--- src/hdl/exec_params.svh ---
// Constants for the instruction execution block.
// Assumes inclusion by exec_pkg and the execution core only.
`ifndef EXEC_PARAMS_SVH
`define EXEC_PARAMS_SVH
`define PC_W         12
`define ADDR_W       8
`define DMEM_DEPTH   256
`define STACK_DEPTH  8
`define SP_W         3
`define PC_STEP      12'h001
`define SP_STEP      3'h1
`define BYTE_ONE     8'h01
`define BYTE_ZERO    8'h00
`define PC_RESET     12'h000
`define WATCHDOG_W    16
`define WATCHDOG_ZERO 16'h0000
`define WATCHDOG_STEP 16'h0001
`define PSC_W        8
`define PSC_ZERO     8'h00
`define PSC_STEP     8'h01
`define RETURN_CYCLES 2'h2
`define CYC_ONE      2'h1
`define CYC_ZERO     2'h0
`endif

--- src/hdl/exec_pkg.sv ---
// Types for the instruction execution block.
// Assumes exec_params.svh is on the include path.
`default_nettype none
`include "exec_params.svh"
package exec_pkg;
    typedef enum logic [3:0] {
        halt_instr, increment_memory_instr, increment_to_acc_instr, direct_jump_instr,
        move_mem_to_acc_instr, move_imm_to_acc_instr, move_acc_to_mem_instr,
        no_operation_instr, or_mem_to_acc_instr, or_imm_to_acc_instr, or_to_memory_instr,
        subroutine_return_instr, return_with_imm_instr, interrupt_return_instr,
        rotate_left_memory_instr, rotate_left_to_acc_instr
    } opcode_t;

    typedef struct packed {
        opcode_t                 op;
        logic [`ADDR_W-1:0]      addr;
        logic [7:0]              imm;
        logic [`PC_W-1:0]        target;
    } instr_t;

    typedef struct packed {
        logic zero_flag;
        logic power_down_flag;
        logic watchdog_timeout_flag;
        logic global_interrupt_enable;
    } flags_t;
endpackage
`default_nettype wire

--- src/hdl/exec_core.sv ---
// Execution core for a subset of an 8-bit accumulator machine.
// Assumes a valid instruction is presented with instr_valid_in; it is taken only when ready.
`timescale 1ns/10ps
`default_nettype none
`include "exec_params.svh"

// Operation
// - Power-down halts, stops clock, clears watchdog, sets power down flag, clears timeout, pc+1.
// - Increment memory writes byte plus one back to same location.
// - Direct jump loads pc with instruction address, flags unchanged.
// - Memory to accumulator copy, memory and flags unchanged.
// - Immediate load puts 8-bit constant in accumulator, flags unchanged.
// - Accumulator to memory store, accumulator and flags unchanged.
// - No operation changes nothing except pc plus one and the watchdog and prescaler counts.
// - Subroutine return pops pc, takes two cycles, flags unchanged.
// - Return with constant pops pc and loads accumulator with immediate.
// - Interrupt return pops pc and sets global interrupt enable.
// - Rotate left memory moves bit i to i+1, bit 7 to bit 0.
// - Rotate left to accumulator writes rotated byte, memory kept.
module exec_core (
    input  wire logic                     clock_in,
    input  wire logic                     srst_in,
    input  wire logic                     instr_valid_in,
    input  wire exec_pkg::instr_t         instr_in,
    input  wire logic                     call_push_in,
    input  wire logic                     wake_in,
    output logic                          instr_ready_out,
    output logic [`PC_W-1:0]              pc_out,
    output logic [7:0]                    acc_out,
    output exec_pkg::flags_t              flags_out,
    output logic                          halted_out,
    output logic                          sys_clock_en_out
);
    import exec_pkg::*;

    // ********************************
    // State
    // ********************************
    logic [7:0]              dmem_reg [`DMEM_DEPTH];
    logic [`PC_W-1:0]        stack_reg [`STACK_DEPTH];
    logic [`SP_W-1:0]        sp_reg;
    logic [`PC_W-1:0]        pc_reg;
    logic [7:0]              acc_reg;
    flags_t                  flags_reg;
    logic                    halted_reg;
    logic [1:0]              cyc_reg;
    logic [`WATCHDOG_W-1:0]  watchdog_counter;
    logic [`PSC_W-1:0]       prescaler_reg;
    logic [7:0]              mem_byte;
    logic [7:0]              or_mem;
    logic [7:0]              inc_byte;
    logic [7:0]              rol_byte;
    logic [`SP_W-1:0]        sp_top;
    logic                    fire;

    assign mem_byte = dmem_reg[instr_in.addr];
    assign inc_byte = mem_byte + `BYTE_ONE;
    assign or_mem   = acc_reg | mem_byte;
    assign sp_top   = sp_reg - `SP_STEP;
    assign fire     = instr_valid_in && instr_ready_out && !halted_reg;

    genvar gi;
    generate
        for (gi = 0; gi < 8; gi++) begin : g_rol
            assign rol_byte[(gi + 1) % 8] = mem_byte[gi];
        end
    endgenerate

    // ********************************
    // Cycle sequencing
    // ********************************
    // two-cycle return
    always_ff @(posedge clock_in) begin
        if (srst_in) begin
            cyc_reg         <= `CYC_ZERO;
            instr_ready_out <= 1'b1;
        end else if (fire && instr_in.op inside {subroutine_return_instr, return_with_imm_instr,
                                                 interrupt_return_instr}) begin
            cyc_reg         <= `CYC_ONE;
            instr_ready_out <= 1'b0;
        end else if (cyc_reg != `CYC_ZERO) begin
            cyc_reg         <= `CYC_ZERO;
            instr_ready_out <= 1'b1;
        end
    end

    // ********************************
    // Program counter and stack
    // ********************************
    always_ff @(posedge clock_in) begin
        if (srst_in) begin
            pc_reg <= `PC_RESET;
            sp_reg <= '0;
        end else if (fire) begin
            case (instr_in.op)
                direct_jump_instr: pc_reg <= instr_in.target;
                subroutine_return_instr, return_with_imm_instr, interrupt_return_instr: begin
                    pc_reg <= stack_reg[sp_top];
                    sp_reg <= sp_top;
                end
                default: pc_reg <= pc_reg + `PC_STEP;
            endcase
        end else if (call_push_in && !halted_reg) begin
            stack_reg[sp_reg] <= pc_reg;
            sp_reg            <= sp_reg + `SP_STEP;
        end
    end

    // ********************************
    // Accumulator
    // ********************************
    always_ff @(posedge clock_in) begin
        if (srst_in) begin
            acc_reg <= `BYTE_ZERO;
        end else if (fire) begin
            case (instr_in.op)
                increment_to_acc_instr:   acc_reg <= inc_byte;
                move_mem_to_acc_instr:    acc_reg <= mem_byte;
                move_imm_to_acc_instr:    acc_reg <= instr_in.imm;
                return_with_imm_instr:    acc_reg <= instr_in.imm;
                // or forms, memory destination keeps acc
                or_mem_to_acc_instr:      acc_reg <= or_mem;
                or_imm_to_acc_instr:      acc_reg <= acc_reg | instr_in.imm;
                rotate_left_to_acc_instr: acc_reg <= rol_byte;
                default:                  acc_reg <= acc_reg;
            endcase
        end
    end

    // ********************************
    // Data memory
    // ********************************
    always_ff @(posedge clock_in) begin
        if (fire) begin
            case (instr_in.op)
                increment_memory_instr:   dmem_reg[instr_in.addr] <= inc_byte;
                move_acc_to_mem_instr:    dmem_reg[instr_in.addr] <= acc_reg;
                or_to_memory_instr:       dmem_reg[instr_in.addr] <= or_mem;
                rotate_left_memory_instr: dmem_reg[instr_in.addr] <= rol_byte;
                default: ;
            endcase
        end
    end

    // ********************************
    // Flags, power down and watchdog
    // ********************************
    always_ff @(posedge clock_in) begin
        if (srst_in) begin
            flags_reg        <= '0;
            halted_reg       <= 1'b0;
            sys_clock_en_out <= 1'b1;
            watchdog_counter <= `WATCHDOG_ZERO;
            prescaler_reg    <= `PSC_ZERO;
        end else if (fire) begin
            {prescaler_reg, watchdog_counter} <= {prescaler_reg + `PSC_STEP,
                                                  watchdog_counter + `WATCHDOG_STEP};
            case (instr_in.op)
                halt_instr: begin
                    halted_reg                      <= 1'b1;
                    sys_clock_en_out                <= 1'b0;
                    watchdog_counter                <= `WATCHDOG_ZERO;
                    prescaler_reg                   <= `PSC_ZERO;
                    flags_reg.power_down_flag       <= 1'b1;
                    flags_reg.watchdog_timeout_flag <= 1'b0;
                end
                increment_memory_instr, increment_to_acc_instr:
                    flags_reg.zero_flag <= (inc_byte == `BYTE_ZERO);
                or_mem_to_acc_instr, or_to_memory_instr:
                    flags_reg.zero_flag <= (or_mem == `BYTE_ZERO);
                or_imm_to_acc_instr:
                    flags_reg.zero_flag <= ((acc_reg | instr_in.imm) == `BYTE_ZERO);
                interrupt_return_instr: flags_reg.global_interrupt_enable <= 1'b1;
                default: flags_reg <= flags_reg;
            endcase
        end else if (halted_reg && wake_in) begin
            halted_reg       <= 1'b0;
            sys_clock_en_out <= 1'b1;
        end
    end

    assign pc_out     = pc_reg;
    assign acc_out    = acc_reg;
    assign flags_out  = flags_reg;
    assign halted_out = halted_reg;
endmodule // exec_core
`default_nettype wire

--- config.mk ---
export PLATFORM = sky130hd
export DESIGN_NAME = exec_core
export DESIGN_NICKNAME = d
export VERILOG_FILES = /design/src/hdl/exec_pkg.sv /design/src/hdl/exec_core.sv
export VERILOG_INCLUDE_DIRS = /design/src /design/src/hdl
export SDC_FILE = /design/constraint.sdc
export NUM_CORES = 2
export LEC_CHECK = 0
export ABC_AREA = 0
export BUFFER_PORTS_ARGS = -buffer_cell sky130_fd_sc_hd__buf_4
export CELL_PAD_IN_SITES_DETAIL_PLACEMENT = 0
export CELL_PAD_IN_SITES_GLOBAL_PLACEMENT = 2
export CORE_ASPECT_RATIO = 2
export CORE_MARGIN = 4
export CORE_UTILIZATION = 33
export CTS_CLUSTER_DIAMETER = 120
export DETAILED_ROUTE_END_ITERATION = 7
export MAX_ROUTING_LAYER = met4
export PLACE_DENSITY_LB_ADDON = 0.08
export SETUP_SLACK_MARGIN = 0.4
export SYNTH_ARGS = -nofsm -noshare
export SYNTH_HDL_FRONTEND = slang
export SYNTH_SLANG_ARGS = --single-unit
--- constraint.sdc ---
create_clock -name clock_in -period 19.4 [get_ports clock_in]
set_input_delay 4.85 -clock clock_in [delete_from_list [all_inputs] [get_ports clock_in]]
set_output_delay 4.85 -clock clock_in [all_outputs]
set_load 0.01 [all_outputs]
Word-level counts from Yosys, hierarchy flattened
Memory sizes are Yosys's and may differ from the RTL's.
Index checks and enable logic that the tools add are counted.

storage, ports and cells
  memories = 2
  memory bits (writable) = 2144
  output and inout port bits = 27
  flip-flop bits (word level) = 30
  bits in read-only memories = 0
  input port bits = 37
  logic and storage cells = 98
  latch bits = 0

memories
  memory     words  bits a word  read ports  clocked after Yosys merged registers in  wr ports  RTL line         RTL
  dmem_reg   256    8            1           0                                        1         exec_core.sv:39  logic [7:0] dmem_reg [`DMEM_DEPTH];
  stack_reg  8      12           1           0                                        1         exec_core.sv:40  logic [`PC_W-1:0] stack_reg [`STACK_DEPTH];

operators by class
  bitwise operators = 5
  shifts and indexed selects = 0
  multiplexer cells = 35
  $lt $le $gt $ge = 0
  equal/unequal tests = 16
  div/mod/pow operators = 0
  reductions and logical operators = 26
  add/sub/neg operators = 4
  multiply operators = 0

operators with widths
  cell                                                                     number
  8-bit one-hot mux with 6 select lines                                    1
  4-bit equality test, second input constant                               8
  1-bit 2-to-1 mux                                                         26
  8-bit logical NOT                                                        3
  8-bit 2-to-1 mux                                                         3
  12-bit one-hot mux with 2 select lines                                   1
  8-bit OR                                                                 2
  12-bit by 1-bit adder with 12-bit output, second input constant          1
  4-bit by 3-bit equality test with 1-bit output, second input constant    3
  2-bit AND reduction                                                      6
  3-bit 2-to-1 mux                                                         3
  8-bit by 1-bit adder with 8-bit output, second input constant            1
  4-bit by 2-bit equality test with 1-bit output, second input constant    2
  2-bit nonzero test                                                       3
  3-bit nonzero test                                                       2
  6-bit nonzero test                                                       1
  2-bit OR reduction                                                       3
  1-bit logical AND                                                        5
  4-bit by 1-bit equality test with 1-bit output, second input constant    1
  4-bit logical NOT                                                        1
  2-bit by 1-bit inequality test with 1-bit output, second input constant  2
  3-bit by 1-bit adder with 3-bit output, second input constant            1
  1-bit OR                                                                 3
  1-bit one-hot mux with 3 select lines                                    1
  3 further kinds                                                          3

Depth between registers and ports, before layout
  depth in word-level cells = 7
  mapped depth = 16
  mapped depth without buffers = 12

Worst setup path after synthesis
Ideal clock, no wire load.

  kind = input -> register
  from = in instr_in[20] (netlist bit)
  to = mem dmem_reg[0][1] (data pin)
  path buffers = 2
  path slack = 0.176 ns
  data arrival time = 17.037 ns
  setup time = 2.187 ns
  data required time = 17.213 ns
  cell stages on the path = 10
  cell sequence = buf_6 > buf_2 > mux4_2 > a22oi_1 > a21oi_1 > o41ai_2 > nand4_2 > ha_1 > o22ai_1 > o21ai_0

on the way
  cells in the longest elaborated chain, start to end = 5
  elaborated cells between the ends (all ways) = 6
  those cells by class = add/sub: 1; mux: 3; bitwise: 1; memory: 1

RTL lines
  element                                           RTL line         RTL
  start, declared                                   exec_core.sv:24  input wire exec_pkg::instr_t instr_in,
  memory 256 x 8 bit (*)                            --
  8-bit by 1-bit adder with 8-bit output (no line)  --
  8-bit 2-to-1 mux (no line) (2 in series)          --
  8-bit 2-to-1 mux (no line) (*)                    --
  end, declared                                     exec_core.sv:39

Mark *: on every way between the ends. The rest lies on a longest branch, timed or not.

Worst setup path after layout
  from = in instr_in[21] (netlist bit)
  to = mem dmem_reg[154][6] (data pin)

Same word-level chain as after synthesis.

==> impl_metrics.csv <==
group,metric,value,unit
run_status,status,"complete, no violations",
timing,hold_viol_final,0,
final_layout,final_cells,7984,
clocking,post_cts_resized,0,
synthesis,synth-edff-count,2144,
min_path,hold_end,"flags_out[2]$_SDFFE_PP0P_",
power,power_leakage,29.5,nW
timing,fin_crit_sh,64.0,%
synthesis,netlist_instances,4219,
die,core-area,0.259,mm2
final_layout,finish.utilization,37.5,%
placement,port_buffers,62,
timing,grt_setup_unrepaired,"no",
die,dieWidth,369,um
global_route,antenna_found_initial,6,
clocking,path_clk_slew,0.06,ns
synthesis,syn_area_per_cell,20.4,um2
die,die_h,729,um
route,wl_per_cell,36.8,um
final_layout,area_delta_synth_final,12.9,%
placement,placedCellCount,7608,
die,fp-row-count,264,
power,powerDensity,107,mW/mm2
route,antenna_left,0,
synthesis,synth_nets,4261,
clocking,cts_buffer_depth,4,
critical_path,crit_required,19.96,ns
placement,routabilityCongestion,0.795,
global_route,overflow,0,
critical_path,rr_startpoint,"dmem_reg[170][0]$_DFFE_PP_",
synthesis,synthArstFlopShare,0,%
timing,skew,0.0659,ns
final_layout,layout_common_cells,"2144 x edfxtp_1, 513 x mux4_2, 323 x nor2_1",
timing,period_needed,12.42,ns
synthesis,ys.flop_type,"edfxtp_1",
critical_path,reg2reg_setup_slack,12.22,ns
global_route,grt_pass1_wl,401000,um
synthesis,synth_area_leader_cell,"edfxtp_1",
timing,tightest_slew,1.29,ns
final_layout,final_nets,4398,
timing,fin_setup_tns,0,ns
route,drt_pre_antenna_iters,5,
clocking,post_cts_buffers,0,
placement,hpwl,195000,um
synthesis,netlist.area_leader.share,75.0,%
final_layout,drive_gt1_share,23.6,%
timing,relSlewSlack,13.2,%
clocking,cts_tree,"built",
synthesis,ys_types,88,
min_path,hold_start,"flags_out[2]$_SDFFE_PP0P_",
final_layout,largest_reg_flops,2048,
critical_path,crit_type,"primary input to flop",
timing,finalSetupViolCount,0,
min_path,hp-class,"flop to flop",
global_route,grt_max_degree,209,
final_layout,final_common_cell,"edfxtp_1",
clocking,cts_made_buffers,204,
route,vias,42845,
critical_path,cp-end-kind,"flop",
clocking,ctsRootBufferMaster,"clkbuf_16",
route,drc,0,
synthesis,synth_area_leaders,"edfxtp_1 75%, mux4_2 13%, a22oi_1 1.7%",
min_path,holdPathStages,2,
final_layout,n_fill_cell,23658,
global_route,global_route.usage.total,22.4,%
timing,fmax,80.5,MHz
critical_path,worstPathMaxFanout,76,
critical_path,crit_start,"instr_in[21]",
critical_path,cp-start-kind,"primary input",
route,wirelength,294000,um
placement,post-place-ws,5.88,ns
critical_path,timing.rr.end,"dmem_reg[154][6]$_DFFE_PP_",
timing,drv_slew,0,
timing,fin_ws,6.98,ns
die,start_util,33.2,%
die,io_pins,64,
route,vias_per_cell,5.37,
synthesis,yosys_register_bits,2174,
critical_path,cp_data_arrival_time,12.98,ns
die,fp.dieArea,0.269,mm2
clocking,cts_hold_buf,0,
clocking,h-tree-depth,4,
critical_path,reg2reg_depth,13,
synthesis,ys_warn_count,0,
route,drt_iter0_markers,3302,
clocking,clk_latency,0.89,ns
run,maxCapViolations,0,
synthesis,syn_area,0.0859,mm2
clocking,cts.sinks,2174,
power,ir_drop,78.8,uV
synthesis,yosysSeqAreaShare,75.7,%
global_route,grt_pass1_vias,45397,
## Yosys cell counts, drive strengths merged, types with 6 or more instances
cell / n
inv: 19
mux4: 513
mux2i: 122
a211oi: 12
o21ai: 51
a21oi: 110
edfxtp: 2144
nor4: 14
nor2b: 9
a31oi: 9
nor2: 335
nand3: 38
and2: 13
a22oi: 192
nand2: 119
o41ai: 14
and3: 6
dfxtp: 30
o221ai: 7
a22o: 8
nor3: 37
mux2: 8
clkbuf: 97
nand4: 18
o22ai: 7
buf: 163
a221oi: 6
xnor2: 8
nand2b: 16
## critical path, stage by stage
cell and delay (ns):
buf_8 0.42, buf_4 0.64, buf_4 0.61, buf_4 0.49
mux4_2 0.37, a22oi_1 0.20, a21oi_1 0.09, o41ai_1 1.05
nand4_1 0.71, nand2_1 0.36, o21bai_1 0.23, or3_1 0.22
a21oi_1 0.11, o22ai_4 0.71, buf_4 0.77, buf_4 0.71
## metal layers
layer | share of wire [%] | routed length, um | GRT usage [%]
met5 | 0 | 0 | -
met2 | 58 | 171000 | 43.8
met1 | 35 | 103000 | 23.5
met3 | 3.2 | 9260 | 2.14
met4 | 3.4 | 9890 | 6.58
## how the worst max path moves through the flow
stage | end | slack (ns) | cells past startpoint
after floorplan | dmem_reg[0][4]$_DFFE_PP_ | 0.76 | 13
after global placement | dmem_reg[168][6]$_DFFE_PP_ | 4.78 | 17
after detailed placement | dmem_reg[169][6]$_DFFE_PP_ | 5.88 | 16
after CTS | dmem_reg[168][6]$_DFFE_PP_ | 6.82 | 16
after global routing | dmem_reg[45][6]$_DFFE_PP_ | 6.55 | 16
final | dmem_reg[154][6]$_DFFE_PP_ | 6.98 | 16
## layout make-up
type	count	area (um2)	share of cell area (%)
repair buffers	191	1600	1.65
flip-flops and latches	2174	65000	67.0
clock buffers	260	5420	5.59
diodes	11	27.5	0.0284
inverters	21	81.3	0.0839
clock inverters	105	1110	1.15
multi-input cells	1764	19400	20.0
well taps	3458	4330	4.46
## logic make-up (layout without fill, tap and decap cells)
kind of cell	after synthesis	after routing	synth area share, %
and+or+nand+nor	640	640	3.35
AOI/OAI and AO/OA	463	463	3.74
DFF	2174	2174	75.7
adders and majority gates	5	5	0.0729
other	1	12	0.00437
buffers and inverters	281	577	2.03
xor gates and xnor gates	12	12	0.122
muxes	643	643	15.0
## stage by stage
step           total power (W)  hold slack [ns]  instance area (um2)
5_1_grt                 0.0107            0.479                96900
3_5_place_dp           0.00647            0.447                90400
2_1_floorplan          0.00615            0.424                85900
6_report                0.0104            0.452                97000
3_3_place_gp           0.00645            0.438                90300
4_1_cts                 0.0106            0.456                96900
## power by group
group | switching [W] | leakage (nW) | internal (W)
Sequential | 0.0000149 | 19.6 | 0.00544
Combinational | 0.000672 | 6.76 | 0.000209
Clock | 0.00179 | 3.16 | 0.00229
(Power assumes the default switching activity.)
